==> config.mk <==
export PLATFORM = sky130hd
export DESIGN_NAME = ioc_fault_seq
export DESIGN_NICKNAME = d
export VERILOG_FILES = /design/src/hdl/ioc_fault_seq.v /design/src/hdl/ioc_ms_tick.v
export VERILOG_INCLUDE_DIRS = /design/src /design/src/hdl
export SDC_FILE = /design/constraint.sdc
export NUM_CORES = 1
export LEC_CHECK = 0
export ABC_AREA = 1
export BUFFER_PORTS_ARGS = -buffer_cell sky130_fd_sc_hd__buf_2
export CORE_AREA = 3 3 87 89
export CTS_BUF_LIST = sky130_fd_sc_hd__clkbuf_16
export CTS_CLUSTER_DIAMETER = 40
export DETAILED_ROUTE_END_ITERATION = 7
export DIE_AREA = 0 0 90 92
export PLACE_DENSITY = 0.81
export SYNTH_ARGS = -nofsm -noshare
export SYNTH_HDL_FRONTEND = slang
export SYNTH_SLANG_ARGS = --single-unit
==> constraint.sdc <==
create_clock -name i_clk_sys -period 2.01 [get_ports i_clk_sys]
set_input_delay 0.201 -clock i_clk_sys [delete_from_list [all_inputs] [get_ports i_clk_sys]]
set_output_delay 0.201 -clock i_clk_sys [all_outputs]
set_load 0.02 [all_outputs]
==> src/hdl/ioc_defs.vh <==
// Constants for the input overcurrent fault-response sequencer
`ifndef IOC_DEFS_VH
`define IOC_DEFS_VH
`define IOC_ACTION_OFFSET   8'h5C
`define IOC_ACTION_RESET    8'h00
`define IOC_RESP_MSB        7
`define IOC_RESP_LSB        6
`define IOC_RETRY_MSB       5
`define IOC_RETRY_LSB       3
`define IOC_DELAY_MSB       2
`define IOC_DELAY_LSB       0
`define IOC_RESP_IGNORE     2'h0
`define IOC_RESP_RIDE       2'h1
`define IOC_RESP_SHUTDOWN   2'h2
`define IOC_RESP_WAIT_CLEAR 2'h3
`define IOC_RETRY_INFINITE  3'h7
`define IOC_CLK_HZ          50000000
`define IOC_CYC_PER_MS      (`IOC_CLK_HZ / 1000)
`define IOC_DLY1_BASE_MS    12'h00A
`define IOC_DLY2_MS_0       12'h0FC
`define IOC_DLY2_MS_1       12'h22E
`define IOC_DLY2_MS_2       12'h39C
`define IOC_DLY2_MS_3       12'h4EC
`define IOC_DLY2_MS_4       12'h63C
`define IOC_DLY2_MS_5       12'h78C
`define IOC_DLY2_MS_6       12'h8DC
`define IOC_DLY2_MS_7       12'hA2C
`endif

==> src/hdl/ioc_fault_seq.v <==
// Input overcurrent fault-response sequencer with its action register
//
// Summary of operation
// - Action bits 7:6 pick one of four responses; 00 ignores the fault.
// - Code 01 rides through delay one, then shuts down and retries if fault remains.
// - Code 10 disables the output at once, then retries per retry field.
// - Code 11 holds output off while fault persists, re-enables when cleared.
// - Bits 5:3 give retry count; 000 none, 001 one retry.
// - After retries run out with fault present, output latches off.
// - Latched fault clears only by reset, power cycle or bias loss.
// - Restart attempts are spaced by delay two, chosen by bits 2:0.
// - Delay one doubles from 10 ms; delay two runs from 252 ms upward.
`include "ioc_defs.vh"
`timescale 1ns/1ps
`default_nettype none
module ioc_fault_seq #(
  parameter CYC_PER_MS = `IOC_CYC_PER_MS
) (
  input  wire       i_clk_sys,
  input  wire       i_rst_n,
  input  wire       i_fault,
  input  wire [7:0] i_reg_addr,
  input  wire [7:0] i_reg_wdata,
  input  wire       i_reg_wr,
  output reg  [7:0] o_reg_rdata,
  output reg        o_output_en,
  output reg        o_fault_latched,
  output reg  [2:0] o_state
);
  // Binary state codes, mirrored on o_state for observation
  localparam ST_RUN     = 3'h0;
  localparam ST_RIDE    = 3'h1;
  localparam ST_OFF     = 3'h2;
  localparam ST_HOLD    = 3'h3;
  localparam ST_LATCHED = 3'h4;

  ////////////////////////////////////////////////////////////////////////
  // Fault input synchroniser
  // Only the second stage feeds logic; the first may go metastable
  reg fault_meta_reg;
  reg fault_sync_reg;
  always @(posedge i_clk_sys or negedge i_rst_n) begin
    if (!i_rst_n) begin
      fault_meta_reg <= 1'b0;
      fault_sync_reg <= 1'b0;
    end else begin
      fault_meta_reg <= i_fault;
      fault_sync_reg <= fault_meta_reg;
    end
  end

  ////////////////////////////////////////////////////////////////////////
  // Action register
  // Codes are read live, so a rewrite steers the very next decision
  // of the sequencer; the reset value ignores faults
  reg [7:0] action_reg;
  always @(posedge i_clk_sys or negedge i_rst_n) begin
    if (!i_rst_n) begin
      action_reg <= `IOC_ACTION_RESET;
    end else if (i_reg_wr && i_reg_addr == `IOC_ACTION_OFFSET) begin
      action_reg <= i_reg_wdata;
    end
  end

  wire [1:0] resp  = action_reg[`IOC_RESP_MSB:`IOC_RESP_LSB];
  wire [2:0] retry = action_reg[`IOC_RETRY_MSB:`IOC_RETRY_LSB];
  wire [2:0] dsel  = action_reg[`IOC_DELAY_MSB:`IOC_DELAY_LSB];

  ////////////////////////////////////////////////////////////////////////
  // Delay tables in milliseconds
  // Loaded when a wait starts, so a rewrite of bits 2:0 only
  // affects the next wait, never one already running
  wire [11:0] dly1_ms = `IOC_DLY1_BASE_MS << dsel;
  reg  [11:0] dly2_ms;
  always @* begin
    case (dsel)
      3'h0:    dly2_ms = `IOC_DLY2_MS_0;
      3'h1:    dly2_ms = `IOC_DLY2_MS_1;
      3'h2:    dly2_ms = `IOC_DLY2_MS_2;
      3'h3:    dly2_ms = `IOC_DLY2_MS_3;
      3'h4:    dly2_ms = `IOC_DLY2_MS_4;
      3'h5:    dly2_ms = `IOC_DLY2_MS_5;
      3'h6:    dly2_ms = `IOC_DLY2_MS_6;
      default: dly2_ms = `IOC_DLY2_MS_7;
    endcase
  end

  // One free-running tick; the first tick of a wait lands anywhere
  // in its millisecond, so every delay may run up to 1 ms short
  wire ms_tick;
  ioc_ms_tick #(
    .CYC_PER_MS (CYC_PER_MS)
  ) u_tick (
    .i_clk_sys (i_clk_sys),
    .i_rst_n   (i_rst_n),
    .o_tick    (ms_tick)
  );

  ////////////////////////////////////////////////////////////////////////
  // Sequencer
  // Retry model: each end of a delay-two wait is one restart attempt.
  // Fault gone at that moment restarts the output; fault still there
  // spends one retry, or latches off once the retry count is used up.
  // Fault is looked at only when a wait ends, so a short blip of the
  // fault during the wait neither restarts nor latches.
  // The retry counter is cleared whenever a fresh shutdown begins.
  reg [2:0]  state_reg;
  reg [2:0]  state_next;
  reg [11:0] ms_reg;
  reg [11:0] ms_next;
  reg [2:0]  tries_reg;
  reg [2:0]  tries_next;

  // Retries left: infinite code never advances the tries count
  wire can_retry = (retry == `IOC_RETRY_INFINITE) || (tries_reg < retry);
  wire ms_done   = ms_tick && (ms_reg == 12'h001);
  wire [11:0] ms_dec = (ms_tick && ms_reg != 12'h000) ? ms_reg - 12'h001 : ms_reg;

  always @* begin
    state_next = state_reg;
    ms_next    = ms_dec;
    tries_next = tries_reg;
    case (state_reg)
      ST_RUN: begin
        // Ignore code falls to the default branch and stays running
        if (fault_sync_reg) begin
          case (resp)
            `IOC_RESP_RIDE: begin
              state_next = ST_RIDE;
              ms_next    = dly1_ms;
            end
            `IOC_RESP_SHUTDOWN: begin
              state_next = ST_OFF;
              ms_next    = dly2_ms;
              tries_next = 3'h0;
            end
            `IOC_RESP_WAIT_CLEAR: state_next = ST_HOLD;
            default: state_next = ST_RUN;
          endcase
        end
      end
      ST_RIDE: begin
        // Output stays on through delay one; a cleared fault ends the ride
        if (!fault_sync_reg) begin
          state_next = ST_RUN;
        end else if (ms_done) begin
          state_next = ST_OFF;
          ms_next    = dly2_ms;
          tries_next = 3'h0;
        end
      end
      ST_OFF: begin
        // Retry spacing; fault sampled when the wait ends
        if (ms_done) begin
          if (!fault_sync_reg) begin
            state_next = ST_RUN;
          end else if (can_retry) begin
            ms_next = dly2_ms;
            if (retry != `IOC_RETRY_INFINITE) begin
              tries_next = tries_reg + 3'h1;
            end
          end else begin
            state_next = ST_LATCHED;
          end
        end
      end
      ST_HOLD: begin
        // No timer here: output returns once the synced fault drops
        if (!fault_sync_reg) begin
          state_next = ST_RUN;
        end
      end
      // Only reset leaves this state; a cleared fault does not
      ST_LATCHED: state_next = ST_LATCHED;
      default: state_next = ST_RUN;
    endcase
  end

  // Next values of the registered outputs; enable and latch flag are decoded from the next state
  // so that each flips on the same edge as the state itself, read data from the address
  wire       out_en_next  = (state_next == ST_RUN) || (state_next == ST_RIDE);
  wire       latched_next = (state_next == ST_LATCHED);
  wire [7:0] rdata_next   = (i_reg_addr == `IOC_ACTION_OFFSET) ? action_reg : 8'h00;

  always @(posedge i_clk_sys or negedge i_rst_n) begin
    if (!i_rst_n) begin
      state_reg <= ST_RUN;
      ms_reg    <= 12'h000;
      tries_reg <= 3'h0;
    end else begin
      state_reg <= state_next;
      ms_reg    <= ms_next;
      tries_reg <= tries_next;
    end
  end

  ////////////////////////////////////////////////////////////////////////
  // Registered outputs
  // Output enable comes up high in reset: nothing is latched after power-up
  always @(posedge i_clk_sys or negedge i_rst_n) begin
    if (!i_rst_n) begin
      o_output_en     <= 1'b1;
      o_fault_latched <= 1'b0;
      o_state         <= ST_RUN;
    end else begin
      o_output_en     <= out_en_next;
      o_fault_latched <= latched_next;
      o_state         <= state_next;
    end
  end

  ////////////////////////////////////////////////////////////////////////
  // Read data
  // Registered, so a read answers one edge after the address is set
  always @(posedge i_clk_sys or negedge i_rst_n) begin
    if (!i_rst_n) begin
      o_reg_rdata <= 8'h00;
    end else begin
      o_reg_rdata <= rdata_next;
    end
  end
endmodule
`default_nettype wire

==> src/hdl/ioc_ms_tick.v <==
// Millisecond tick generator for the fault sequencer timers
`include "ioc_defs.vh"
`timescale 1ns/1ps
`default_nettype none
module ioc_ms_tick #(
  parameter CYC_PER_MS = `IOC_CYC_PER_MS
) (
  input  wire i_clk_sys,
  input  wire i_rst_n,
  output reg  o_tick
);
  reg [31:0] cnt_reg;

  always @(posedge i_clk_sys or negedge i_rst_n) begin
    if (!i_rst_n) begin
      cnt_reg <= 32'h0000_0000;
      o_tick  <= 1'b0;
    end else if (cnt_reg >= CYC_PER_MS - 1) begin
      cnt_reg <= 32'h0000_0000;
      o_tick  <= 1'b1;
    end else begin
      cnt_reg <= cnt_reg + 32'h0000_0001;
      o_tick  <= 1'b0;
    end
  end
endmodule
`default_nettype wire

# --- Word-level counts from Yosys, hierarchy flattened ---
# Cells that the tools add are included.
totals:
  reg_bits: 71
  out_inout_bits: 13
  wordCells: 86
op_classes:
  add_sub_neg: 3
  magnitude_cmp: 2
  n_eq_ne: 27
  shift: 1
  mux: 31
  n_reduce_logical: 11
op_table:
  columns: ["cell", "count"]
  rows:
  - ["12-bit 2-to-1 mux", 7]
  - ["12-bit case mux with 7 select lines", 1]
  - ["3-bit 2-to-1 mux", 15]
  - ["12-bit case mux with 3 select lines", 1]
  - ["32-bit by 1-bit adder with 32-bit output, second input constant", 1]
  - ["32-bit by 16-bit greater-or-equal comparator with 1-bit output, second input constant", 1]
  - ["32-bit 2-to-1 mux", 1]
  - ["12-bit case mux with 2 select lines", 1]
  - ["3-bit == test, second input constant", 6]
  - ["3-bit case mux with 5 select lines", 1]
  - ["2-bit != test, second input constant", 7]
  - ["12-bit by 1-bit == test with 1-bit output, second input constant", 1]
  - ["3-bit by 2-bit == test with 1-bit output, second input constant", 4]
  - ["12-bit nonzero test", 1]
  - ["4-bit by 3-bit << shifter with 12-bit output, first input constant", 1]
  - ["12-bit by 1-bit subtractor with 12-bit output, second input constant", 1]
  - ["3-bit by 1-bit == test with 1-bit output, second input constant", 3]
  - ["3-bit logical NOT", 3]
  - ["3-bit case mux with 3 select lines", 1]
  - ["9-bit AND reduction", 1]
  - ["8-bit by 7-bit == test with 1-bit output, second input constant", 1]
  - ["8-bit 2-to-1 mux", 1]
  - ["2-bit case mux with 3 select lines", 1]
  - ["2-bit == test, second input constant", 2]
  - ["9 further kinds", 12]

# --- Logic depth before layout (Yosys ltp) ---
# Gate-level depths: netlist of the first run.
logic_depth:
  word_depth: 8
  mapped_depth: 10
  depth_no_buf: 10

# --- Modules after synthesis ---
# A second synthesis of the first run with hierarchy kept.
hier_totals:
  cells_unflattened: 494
  area_unflattened_um2: 3936.3
modules_own_cells:
  columns: ["mod", "n_inst", "cells_per_inst", "area_per_inst_um2", "seq_area_each_um2"]
  rows:
  - ["ioc_fault_seq", 1, 346, 2521.2, 952.2]
  - ["ioc_ms_tick", 1, 148, 1415.1, 825.8]

# --- Least setup slack after synthesis of the first run ---
# OpenSTA, ideal clock, no wires.
synth_path:
  path_type: "flip-flop to flip-flop"
  start: "register tries_reg[2]"
  end: "register ms_reg[9]"
  setup_time_ns: 0.125
  arrival_time_ns: 1.417
  required_ns: 1.885
  path_slack_ns: 0.468
  path_stages_with_launch: 9
  n_path_buf: 0
  synth_period_minus_slack_ns: 1.542
  path_cell_list: "dfrtp_1 ha_1 nand2_1 o21ai_1 nand3_2 nand2_4 nand2_2 nand3_1 nand3_1"
synth_via:
  elab_chain_cells: 6
synth_rtl:
  columns: ["element", "line", "text"]
  rows:
  - ["from (decl)", "ioc_fault_seq.v:111", "reg [2:0] tries_reg;"]
  - ["from (signal assigned)", "ioc_fault_seq.v:193", "tries_reg <= tries_next;"]
  - ["3-bit less-than comparator", "ioc_fault_seq.v:115", "wire can_retry = (retry == `IOC_RETRY_INFINITE) || (tries_reg < retry);"]
  - ["1-bit logical OR", "ioc_fault_seq.v:115", null]
  - ["12-bit 2-to-1 mux", "ioc_fault_seq.v:157", "end else if (can_retry) begin"]
  - ["12-bit 2-to-1 mux", "ioc_fault_seq.v:155", "if (!fault_sync_reg) begin"]
  - ["12-bit 2-to-1 mux", "ioc_fault_seq.v:154", "if (ms_done) begin"]
  - ["12-bit case mux with 3 select lines", "ioc_fault_seq.v:123", "case (state_reg)"]
  - ["net ms_next[9]", "ioc_fault_seq.v:110", "reg [11:0] ms_next;"]
  - ["to (signal assigned)", "ioc_fault_seq.v:192", "ms_reg <= ms_next;"]
  - ["to (decl)", "ioc_fault_seq.v:109", "reg [11:0] ms_reg;"]
# The timed path passes the listed nets, and every way through them passes these cells.
# A chain may end at the register's enable or synchronous reset.

# --- Worst setup path in the final report of the first run ---
layout_path:
  start: "register action_reg[5]"
  end: "register ms_reg[5]"
layout_via:
  elab_chain_cells: 6
  elab_cells_between_ends: 7
layout_rtl:
  columns: ["element", "line", "text"]
  rows:
  - ["from (decl)", "ioc_fault_seq.v:56", "reg [7:0] action_reg;"]
  - ["from (signal assigned)", "ioc_fault_seq.v:59", "action_reg <= `IOC_ACTION_RESET;"]
  - ["from (signal assigned)", "ioc_fault_seq.v:61", "action_reg <= i_reg_wdata;"]
  - ["3-bit less-than comparator / 3-bit == test (equally long branches)", null, null]
  - ["1-bit logical OR *", "ioc_fault_seq.v:115", null]
  - ["12-bit 2-to-1 mux *", "ioc_fault_seq.v:157", null]
  - ["12-bit 2-to-1 mux *", "ioc_fault_seq.v:155", null]
  - ["12-bit 2-to-1 mux *", "ioc_fault_seq.v:154", null]
  - ["12-bit case mux with 3 select lines *", "ioc_fault_seq.v:123", null]
  - ["net ms_next[5]", "ioc_fault_seq.v:110", null]
# The timed path passes the listed nets; every way through them passes the cells marked *.

==> reports/metrics.yaml, run 1 <==
sta:
  tns_ns: 0
  rsz0062_at_grt: "false"
  max_freq_ghz: 0.549
  timing.final.crit_share: 0.906
  hold_viol: 0
  relSlewSlack: 0.613
  skew_ns: 0.00775
  min_period_ns: 1.82
  worstMarginPinSlew_ns: 0.581
  slew_violations: 0
  setup-violations-final: 0
routing:
  vias: 3167
  drt_wl_total_um: 7930
  wl_per_cell_um: 12.8
  ant_nets: 0
  route.met2.wl_um: 3760
  first_iter_violations: 205
  firstDrtPassIters: 4
  m1WireLength_um: 3640
  met3_length_um: 320
  drc: 0
  viasPerCell: 5.10
  highest_layer: "met4"
synth:
  syn_inst: 462
  yosysSeqAreaShare: 0.463
  syn_area_per_cell_um2: 8.32
  ys_ff_latch: 71
  synth_cell_type_count: 43
  netlist.area_leader.share: 0.456
  synth_area_leaders: "dfrtp_1 (46%), nand2_1 (10%), nor2_1 (6.1%)"
  yosysWarnings: 0
  yosysTopAreaCell: "dfrtp_1"
  synth_area_um2: 3840
critical_path:
  worstSetupEndpoint: "ms_reg[5]"
  crit_path_top_delay_cell: "dfrtp_1"
  critical_path.max_fanout: 6
  crit_type: "reg2reg"
  startpoint_type: "register"
  r2r_end: "ms_reg[5]"
  cp-end-kind: "register"
  crit_family: "simple AND/OR/NAND/NOR gates"
  worstSetupStartpoint: "action_reg[5]"
  slowest_delay_ns: 0.34
  crit_buf_inv: 1
  regToRegStartpoint: "action_reg[5]"
  worst_ep_arrival_time_ns: 2.03
  worstPathRequired_ns: 2.22
  regToRegSetupSlack_ns: 0.19
  crit_cells: 9
  crit_top_cell: "nand2_1"
  crit_chain: "inv_1 -> ha_1 -> nand2_1 -> o21ai_1 -> nand3_2 -> nand3_1 -> nand3_1 -> nand2_1 -> nand2_1"
  worstRegToRegCells: 9
clock_tree:
  clock_sinks: 71
  cts-root-buf: "clkbuf_16"
  cts_hold_buf: 2
  clk_latency_ns: 0.34
  htreeDepth: 3
  clockBufferDepth: 2
  ctsResizeCount: 0
  clk_pin_slew_ns: 0.06
  cts_tree: "yes"
  postCtsSetupRepairBufs: 0
  cts_made_buffers: 9
status:
  status: "finished, final reports clean"
power:
  p_int_mw: 2.96
  power_density_nw_per_um2: 1060
  power_switching_mw: 1.78
  p_leak_nw: 2.18
  vdd_drop_max_v: 0.000847
  p_total_mw: 4.74
  combinationalPowerShare: 0.309
  p_seq_frac: 0.383
  switching_share: 0.376
  clkPwrFrac: 0.307
die:
  start_util: 0.562
  rows: 30
  ios: 33
  die_h_um: 92
  die_w_um: 90
  core_um2: 6830
  die_area_um2: 8280
final_layout:
  largest_reg_flops: 32
  multi_input_area_um2: 1880
  nNetsFinal: 551
  antenna_cells: 0
  regArea_um2: 1780
  synthToLayoutAreaGrowth_pct: 16.2
  nFillCells: 568
  drive_gt1_frac: 0.198
min_path:
  min_path_type: "in2reg"
grt:
  antenna_found_initial: 0
  track_usage: 0.206
  grt_max_degree: 47
  overflow: 0
  grt_pass1_vias: 3098
  grt_pass1_wl_um: 13900
placed_design:
  io_buffers: 32
  dp_hpwl_um: 5840
  place_congestion: 0.950
flow_run:
  drv_cap: 0
==> kinds of logic after synthesis <==
| logic type | share of synthesized area |
|---|---|
| and+or+nand+nor | 0.324 |
| other | 0.000976 |
| adders and majority gates | 0.0358 |
| xor gates and xnor gates | 0.0342 |
| buffers and inverters | 0.0635 |
| AOI/OAI and AO/OA | 0.0791 |
| DFF | 0.463 |
==> cell usage after synthesis <==
cell and count:
nand2_4 2, nor3_1 4, a21oi_2 1, and3_1 1
nor2_2 13, nor2_4 5, a21oi_1 9, nand3_1 37
buf_6 3, inv_1 43, nand2_2 6, nor3b_2 1
nor2_1 62, a31oi_1 1, conb_1 1, buf_4 1
dfstp_2 1, nand4_1 5, o21ai_2 2, buf_2 1
o21ai_4 2, clkinv_1 1, nor4_1 4, xnor2_1 4
nand3_2 4, xor2_1 11, or2_2 3, nand4_2 1
o21bai_1 1, o221ai_1 1, nand2_1 103, dfrtp_1 70
ha_1 11, nand3b_1 1, o211ai_1 4, nand3_4 1
inv_2 6, clkbuf_2 2, nor2_8 1, a21o_1 1
nor3_2 3, o21ai_1 7, o21ai_0 21
==> through the flow <==
step | std cells | setup slack, ns | cell area (µm²) | util | hold WS (ns)
after detailed placement | 603 | 0.267 | 4170 | 0.611 | 0.231
after global placement | 603 | 0.338 | 4170 | 0.611 | 0.225
after global routing | 621 | 0.0519 | 4470 | 0.654 | 0.0914
after floorplan | 477 | 0.468 | 3900 | - | -0.0946
after CTS | 621 | 0.199 | 4470 | 0.654 | 0.0819
final | 621 | 0.189 | 4470 | 0.654 | 0.0814
==> routing by layer <==
| metal | track usage | vias to the layer above |
|---|---|---|
| li1 | - | 1578 |
| met1 | 0.275 | 1505 |
| met3 | 0.0328 | 17 |
| met5 | 0 | - |
| met2 | 0.334 | 67 |
| met4 | 0.0957 | 0 |
==> worst min-delay path by stage <==
stage,from,end,slack [ns],cells after the start
floorplan,i_rst_n,action_reg[0],-0.09,0
global placement,i_rst_n,o_reg_rdata[0],0.23,1
detailed placement,i_rst_n,o_reg_rdata[2],0.23,1
CTS,i_reg_wdata[2],action_reg[2],0.08,3
global route,i_reg_wdata[6],action_reg[6],0.09,3
finish,i_reg_wdata[6],action_reg[6],0.08,3
==> tightest hold or removal path, delay by kind of cell <==
kind	cells	cell delay, ns
AO/OA/AOI/OAI	1	0.06
buffers and inverters	1	0.08
AND/OR/NAND/NOR	1	0.04
==> cell usage in the layout (no fill, tap or decap), drive strengths merged, types with 2 or more instances in the layout <==
cell type and n:
nand4 6, nand2 111, or2 3, xor2 11, nor2 81, o211ai 4
clkbuf 9, clkinv 4, dfrtp 70, ha 11, xnor2 4, inv 52
conb 16, dlygate4sd3 2, nand3 42, buf 37, o21ai 32, a21oi 10
nor4 4, nor3 7
==> power by group through the flow <==
stage	logic (mW)	registers, mW	clock network, mW
after floorplan	1.10	1.82	0
after global placement	1.41	1.83	0
after detailed placement	1.45	1.84	0
after CTS	1.47	1.81	1.46
after global routing	1.68	1.85	1.53
final	1.47	1.82	1.46
==> area by class of cell <==
type / count / share of cell area
clock inverters: 7 / 0.0106
flip-flops and latches: 71 / 0.398
repair buffers: 39 / 0.0516
clock buffers: 9 / 0.0504
multi-input cells: 349 / 0.420
well taps: 96 / 0.0269
inverters: 50 / 0.0420
(Power assumes the default switching activity.)
==> run 2: changes to the inputs <==
- BUFFER_PORTS_ARGS: -buffer_cell sky130_fd_sc_hd__buf_2 -> -buffer_cell sky130_fd_sc_hd__buf_4
==> reports/metrics.yaml, run 2 (synthesis gave the netlist of run 1 again) <==
status:
  status: "finished, final reports clean"  # unchanged
die:
  start_util: 0.562  # unchanged
  die_h_um: 92  # unchanged
  die_w_um: 90  # unchanged
  rows: 30  # unchanged
  die_area_um2: 8280  # unchanged
  core_um2: 6830  # unchanged
  ios: 33  # unchanged
critical_path:
  crit_type: "reg2reg"  # unchanged
  crit_path_top_delay_cell: "dfrtp_1"  # unchanged
  startpoint_type: "register"  # unchanged
  crit_chain: "ha_1 -> nand2_1 -> o21ai_1 -> nand3_2 -> nand2_4 -> nand2_2 -> nand3_1 -> nand3_1"  # was inv_1 -> ha_1 -> nand2_1 -> o21ai_1 -> nand3_2 -> nand3_1 -> nand3_1 -> nand2_1 -> nand2_1
  critical_path.max_fanout: 6  # unchanged
  crit_family: "simple AND/OR/NAND/NOR gates"  # unchanged
  crit_top_cell: "nand3_1"  # was nand2_1
  slowest_delay_ns: 0.41  # was 0.34 ns
  crit_buf_inv: 0  # was 1
  cp-end-kind: "register"  # unchanged
  worst_ep_arrival_time_ns: 1.98  # was 2.03 ns
  worstPathRequired_ns: 2.22  # about the same
power:
  clkPwrFrac: 0.326  # was 0.307
  power_density_nw_per_um2: 1080  # was 1060 nW/µm²
  p_seq_frac: 0.370  # was 0.383
  p_int_mw: 3.12  # was 2.96 mW
  combinationalPowerShare: 0.304  # was 0.309
  power_switching_mw: 1.79  # was 1.78 mW
  vdd_drop_max_v: 0.000835  # was 0.000847 V
  p_leak_nw: 2.20  # was 2.18 nW
  switching_share: 0.365  # was 0.376
grt:
  grt_pass1_wl_um: 14000  # was 13900 µm
  grt_max_degree: 37  # was 47
  overflow: 0  # unchanged
  track_usage: 0.208  # was 0.206
  grt_pass1_vias: 3050  # was 3098
  antenna_found_initial: 0  # unchanged
routing:
  firstDrtPassIters: 6  # was 4
  viasPerCell: 5.16  # was 5.10
  drc: 0  # unchanged
  drt_wl_total_um: 8170  # was 7930 µm
  wl_per_cell_um: 13.2  # was 12.8 µm
  ant_nets: 0  # unchanged
  first_iter_violations: 350  # was 205
  vias: 3202  # was 3167
sta:
  setup-violations-final: 0  # unchanged
  max_freq_ghz: 0.566  # was 0.549 GHz
  hold_viol: 0  # unchanged
  tns_ns: 0  # unchanged
  slew_violations: 0  # unchanged
  hold_ws_ns: 0.0805  # was 0.0814 ns
  min_period_ns: 1.77  # was 1.82 ns
  setup_ws_ns: 0.243  # was 0.189 ns
  skew_ns: 0.00842  # was 0.00775 ns
  rsz0062_at_grt: "false"  # unchanged
  timing.final.crit_share: 0.879  # was 0.906
final_layout:
  final_common_cell: "nand2_1"  # unchanged
  antenna_cells: 0  # unchanged
  synthToLayoutAreaGrowth_pct: 18.9  # was 16.2%
  nNetsFinal: 550  # was 551
  final_cell_mix: "nand2_1 (103), dfrtp_1 (70), nor2_1 (62)"  # unchanged
  drive_gt1_frac: 0.198  # about the same
  largest_reg_flops: 32  # unchanged
flow_run:
  drv_cap: 0  # unchanged
clock_tree:
  postCtsSetupRepairBufs: 0  # unchanged
  clk_pin_slew_ns: 0.06  # about the same
  cts_tree: "yes"  # unchanged
  clockBufferDepth: 2  # unchanged
  htreeDepth: 3  # unchanged
  cts_made_buffers: 9  # unchanged
  clk_latency_ns: 0.33  # was 0.34 ns
  ctsResizeCount: 0  # unchanged
  cts-root-buf: "clkbuf_16"  # unchanged
  clock_sinks: 71  # unchanged
placed_design:
  dp_slack_ns: 0.274  # was 0.267 ns
  io_buffers: 32  # unchanged
  place_congestion: 0.943  # was 0.950
  dp_hpwl_um: 5830  # was 5840 µm
min_path:
  min_path_type: "in2reg"  # unchanged
==> run 2: cell count changes in the layout (fill, tap and decap cells not counted), sizes merged <==
cell / previous run / this run
bufinv: 0 / 1
clkinv: 4 / 2
inv: 52 / 53
buf: 37 / 36
==> run 2: what timing repair did <==
item	CTS	global route
hold buffers	2	0
endpoints found under the setup margin	0	0
hold endpoints to repair	35	0
==> run 2: worst reg2reg max path, delay by kind of cell, from the launching register on <==
family / cells / cell delay (ns)
AND/OR/NAND/NOR: 6 / 0.66
adder cells (fa/ha/maj): 1 / 0.30
flip-flops: 1 / 0.41
AO/OA/AOI/OAI: 1 / 0.27
==> run 2: worst paths after layout <==
check                               start           endpoint  slack (ns)  cells past startpoint
min in group asynchronous         i_rst_n     o_reg_rdata[0]        0.37                      2
min reg2reg                fault_meta_reg     fault_sync_reg        0.36                      0
max reg2reg                  tries_reg[2]          ms_reg[1]        0.24                      8
max in group asynchronous         i_rst_n  u_tick.cnt_reg[0]        1.10                      3
min                        i_reg_wdata[2]      action_reg[2]        0.08                      3
max                          tries_reg[2]          ms_reg[1]        0.24                      8
==> run 2: power groups by stage <==
stage          logic [mW]  clock network, mW  registers, mW
2_1_floorplan        1.10                  0           1.82
3_3_place_gp         1.43                  0           1.83
3_5_place_dp         1.47                  0           1.84
4_1_cts              1.49               1.62           1.82
5_1_grt              1.69               1.70           1.85
6_report             1.49               1.61           1.82
==> run 2: per-stage QoR <==
| stage | power [mW] | instances | utilization | cell area (µm²) |
|---|---|---|---|---|
| 2_1_floorplan | 2.92 | 477 | - | 3900 |
| 3_3_place_gp | 3.26 | 602 | 0.621 | 4250 |
| 3_5_place_dp | 3.31 | 602 | 0.621 | 4250 |
| 4_1_cts | 4.93 | 620 | 0.669 | 4570 |
| 5_1_grt | 5.24 | 620 | 0.669 | 4570 |
| 6_report | 4.92 | 620 | 0.669 | 4570 |
==> run 2: area by class of cell <==
| cell class | instances | area [µm²] |
|---|---|---|
| tap | 96 | 120 |
| clock inverter | 7 | 77.6 |
| timing repair buffer | 38 | 303 |
| fill | 563 | 2260 |
| multi-input combinational | 349 | 1880 |
| inverter | 50 | 188 |
| sequential | 71 | 1780 |
| clock buffer | 9 | 225 |
==> run 2: layer usage <==
layer | GRT usage | share of wire
met1 | 0.281 | 0.45
met2 | 0.340 | 0.49
met3 | 0.0402 | 0.049
met4 | 0.0638 | 0.014
met5 | 0 | 0
==> run 3: changes to the inputs <==
- SKIP_LAST_GASP: default -> 1
- clock period: 2.01 -> 1.69 ns (I/O delays scaled with it)
==> reports/metrics.yaml, run 3 (synthesis gave the netlist of run 1 again) <==
status:
  status: "finished, final reports clean"  # unchanged
clock_tree:
  cts_made_buffers: 9  # unchanged
  htreeDepth: 3  # unchanged
  cts-root-buf: "clkbuf_16"  # unchanged
  clk_latency_ns: 0.33  # about the same
  clk_pin_slew_ns: 0.05  # was 0.06 ns
  clock_sinks: 71  # unchanged
  clockBufferDepth: 2  # unchanged
  cts_tree: "yes"  # unchanged
die:
  die_w_um: 90  # unchanged
  ios: 33  # unchanged
  core_um2: 6830  # unchanged
  rows: 30  # unchanged
  die_h_um: 92  # unchanged
  start_util: 0.562  # unchanged
  die_area_um2: 8280  # unchanged
routing:
  wl_per_cell_um: 13.3  # was 13.2 µm
  drc: 0  # unchanged
  highest_layer: "met4"  # unchanged
  ant_nets: 0  # unchanged
  first_iter_violations: 300  # was 350
  firstDrtPassIters: 4  # was 6
  vias: 3286  # was 3202
  route.met2.wl_um: 4180  # was 4000 µm
  drt_wl_total_um: 8540  # was 8170 µm
  m1WireLength_um: 3820  # was 3640 µm
  met3_length_um: 417  # was 404 µm
  viasPerCell: 5.10  # was 5.16
grt:
  overflow: 0  # unchanged
  track_usage: 0.200  # was 0.208
  grt_pass1_vias: 3169  # was 3050
  grt_max_degree: 31  # was 37
  antenna_found_initial: 0  # unchanged
  grt_pass1_wl_um: 13500  # was 14000 µm
sta:
  rsz0062_at_grt: "true"  # was false
  hold_viol: 0  # unchanged
  slew_violations: 0  # unchanged
  setup_ws_ns: 0.0705  # was 0.243 ns
  setup-violations-final: 0  # unchanged
  skew_ns: 0.00625  # was 0.00842 ns
  min_period_ns: 1.62  # was 1.77 ns
  max_freq_ghz: 0.617  # was 0.566 GHz
  timing.final.crit_share: 0.958  # was 0.879
final_layout:
  antenna_cells: 0  # unchanged
  largest_reg_flops: 32  # unchanged
  final_cell_count_no_fill: 644  # was 620
  final_common_cell: "nand2_1"  # unchanged
  nFillCells: 517  # was 563
  drive_gt1_frac: 0.254  # was 0.198
  synthToLayoutAreaGrowth_pct: 26.2  # was 18.9%
  utilization: 0.710  # was 0.669
  fin_area_um2: 4850  # was 4570 µm²
  final_cell_mix: "nand2_1 (103), dfrtp_1 (69), nor2_1 (59)"  # was nand2_1 (103), dfrtp_1 (70), nor2_1 (62)
  nNetsFinal: 574  # was 550
min_path:
  min_path_type: "in2reg"  # unchanged
critical_path:
  worst_ep_arrival_time_ns: 1.83  # was 1.98 ns
  crit_top_cell: "nand2_1"  # was nand3_1
  cp-end-kind: "register"  # unchanged
  crit_chain: "inv_2 -> ha_2 -> inv_1 -> o21ai_0 -> nand2_1 -> nor2_2 -> nand3_2 -> nand2_1 -> o21ai_1"  # was ha_1 -> nand2_1 -> o21ai_1 -> nand3_2 -> nand2_4 -> nand2_2 -> nand3_1 -> nand3_1
  critical_path.max_fanout: 6  # unchanged
  crit_type: "reg2reg"  # unchanged
  crit_path_top_delay_cell: "dfrtp_1"  # unchanged
  worstPathRequired_ns: 1.90  # was 2.22 ns
  startpoint_type: "register"  # unchanged
  crit_buf_inv: 2  # was 0
  slowest_delay_ns: 0.40  # was 0.41 ns
  crit_family: "simple AND/OR/NAND/NOR gates"  # unchanged
power:
  p_leak_nw: 2.28  # was 2.20 nW
  vdd_drop_max_v: 0.00111  # was 0.000835 V
  power_density_nw_per_um2: 1250  # was 1080 nW/µm²
  p_total_mw: 6.08  # was 4.92 mW
placed_design:
  dp_hpwl_um: 6050  # was 5830 µm
  place_congestion: 0.945  # was 0.943
  io_buffers: 32  # unchanged
  dp_slack_ns: 0.0153  # was 0.274 ns
  post-place-cells: 622  # was 602
  placed_area_um2: 4410  # was 4250 µm²
flow_run:
  drv_cap: 0  # unchanged
-- run 3: cell count changes in the layout (fill, tap and decap cells not counted), sizes merged --
| cell | previous run | this run |
|---|---|---|
| buf | 36 | 59 |
| bufinv | 1 | 0 |
| clkinv | 2 | 4 |
| clkinvlp | 1 | 3 |
| inv | 53 | 50 |
| nand3 | 42 | 43 |
-- run 3: routing by layer --
metal | GRT usage | up-vias
li1 | - | 1642
met1 | 0.252 | 1544
met2 | 0.337 | 88
met3 | 0.0377 | 12
met4 | 0.0842 | 0
met5 | 0 | -
-- run 3: per-stage QoR --
step	hold slack [ns]	TNS, ns
final	0.0515	0
after CTS	0.0498	0
after floorplan	-0.127	0
after global routing	0.0672	-0.248
after detailed placement	0.121	0
after global placement	0.116	0
-- run 3: worst min-delay path, delay by kind of cell --
family / cells / cell delay [ns]
buffers and inverters: 1 / 0.08
AOI/OAI and AO/OA: 1 / 0.06
and+or+nand+nor: 1 / 0.04
-- run 3: layout make-up --
type | count | area [µm²] | area share
multi-input combinational | 350 | 2000 | 0.413
inverter | 50 | 188 | 0.0387
clock inverter | 7 | 48.8 | 0.0101
tap | 96 | 120 | 0.0248
clock buffer | 9 | 225 | 0.0464
sequential | 71 | 1780 | 0.367
timing repair buffer | 61 | 488 | 0.101
-- run 3: worst paths after layout --
kind	startpoint	to	slack [ns]	cells past startpoint
max	action_reg[6]	tries_reg[0]	0.07	9
min	i_reg_wdata[1]	action_reg[1]	0.05	3
max reg2reg	action_reg[6]	tries_reg[0]	0.07	9
min reg2reg	fault_meta_reg	fault_sync_reg	0.36	0
max in group asynchronous	i_rst_n	ms_reg[4]	0.83	3
min in group asynchronous	i_rst_n	o_reg_rdata[0]	0.32	2
-- run 3: report_power, final --
part | switching (mW) | internal [mW]
clock | 0.693 | 0.990
combinational | 1.42 | 0.856
sequential | 0.190 | 1.93
total | 2.30 | 3.78
-- run 3: timing repair --
item                                   4_1_cts  5_1_grt
hold buffers                                 2        0
setup buffers                                0        3
setup endpoints to repair                    1       19
endpoints found under the hold margin       27        0
gates cloned                                 0        1
pin swaps                                    1       13
gates resized for setup                      1       23
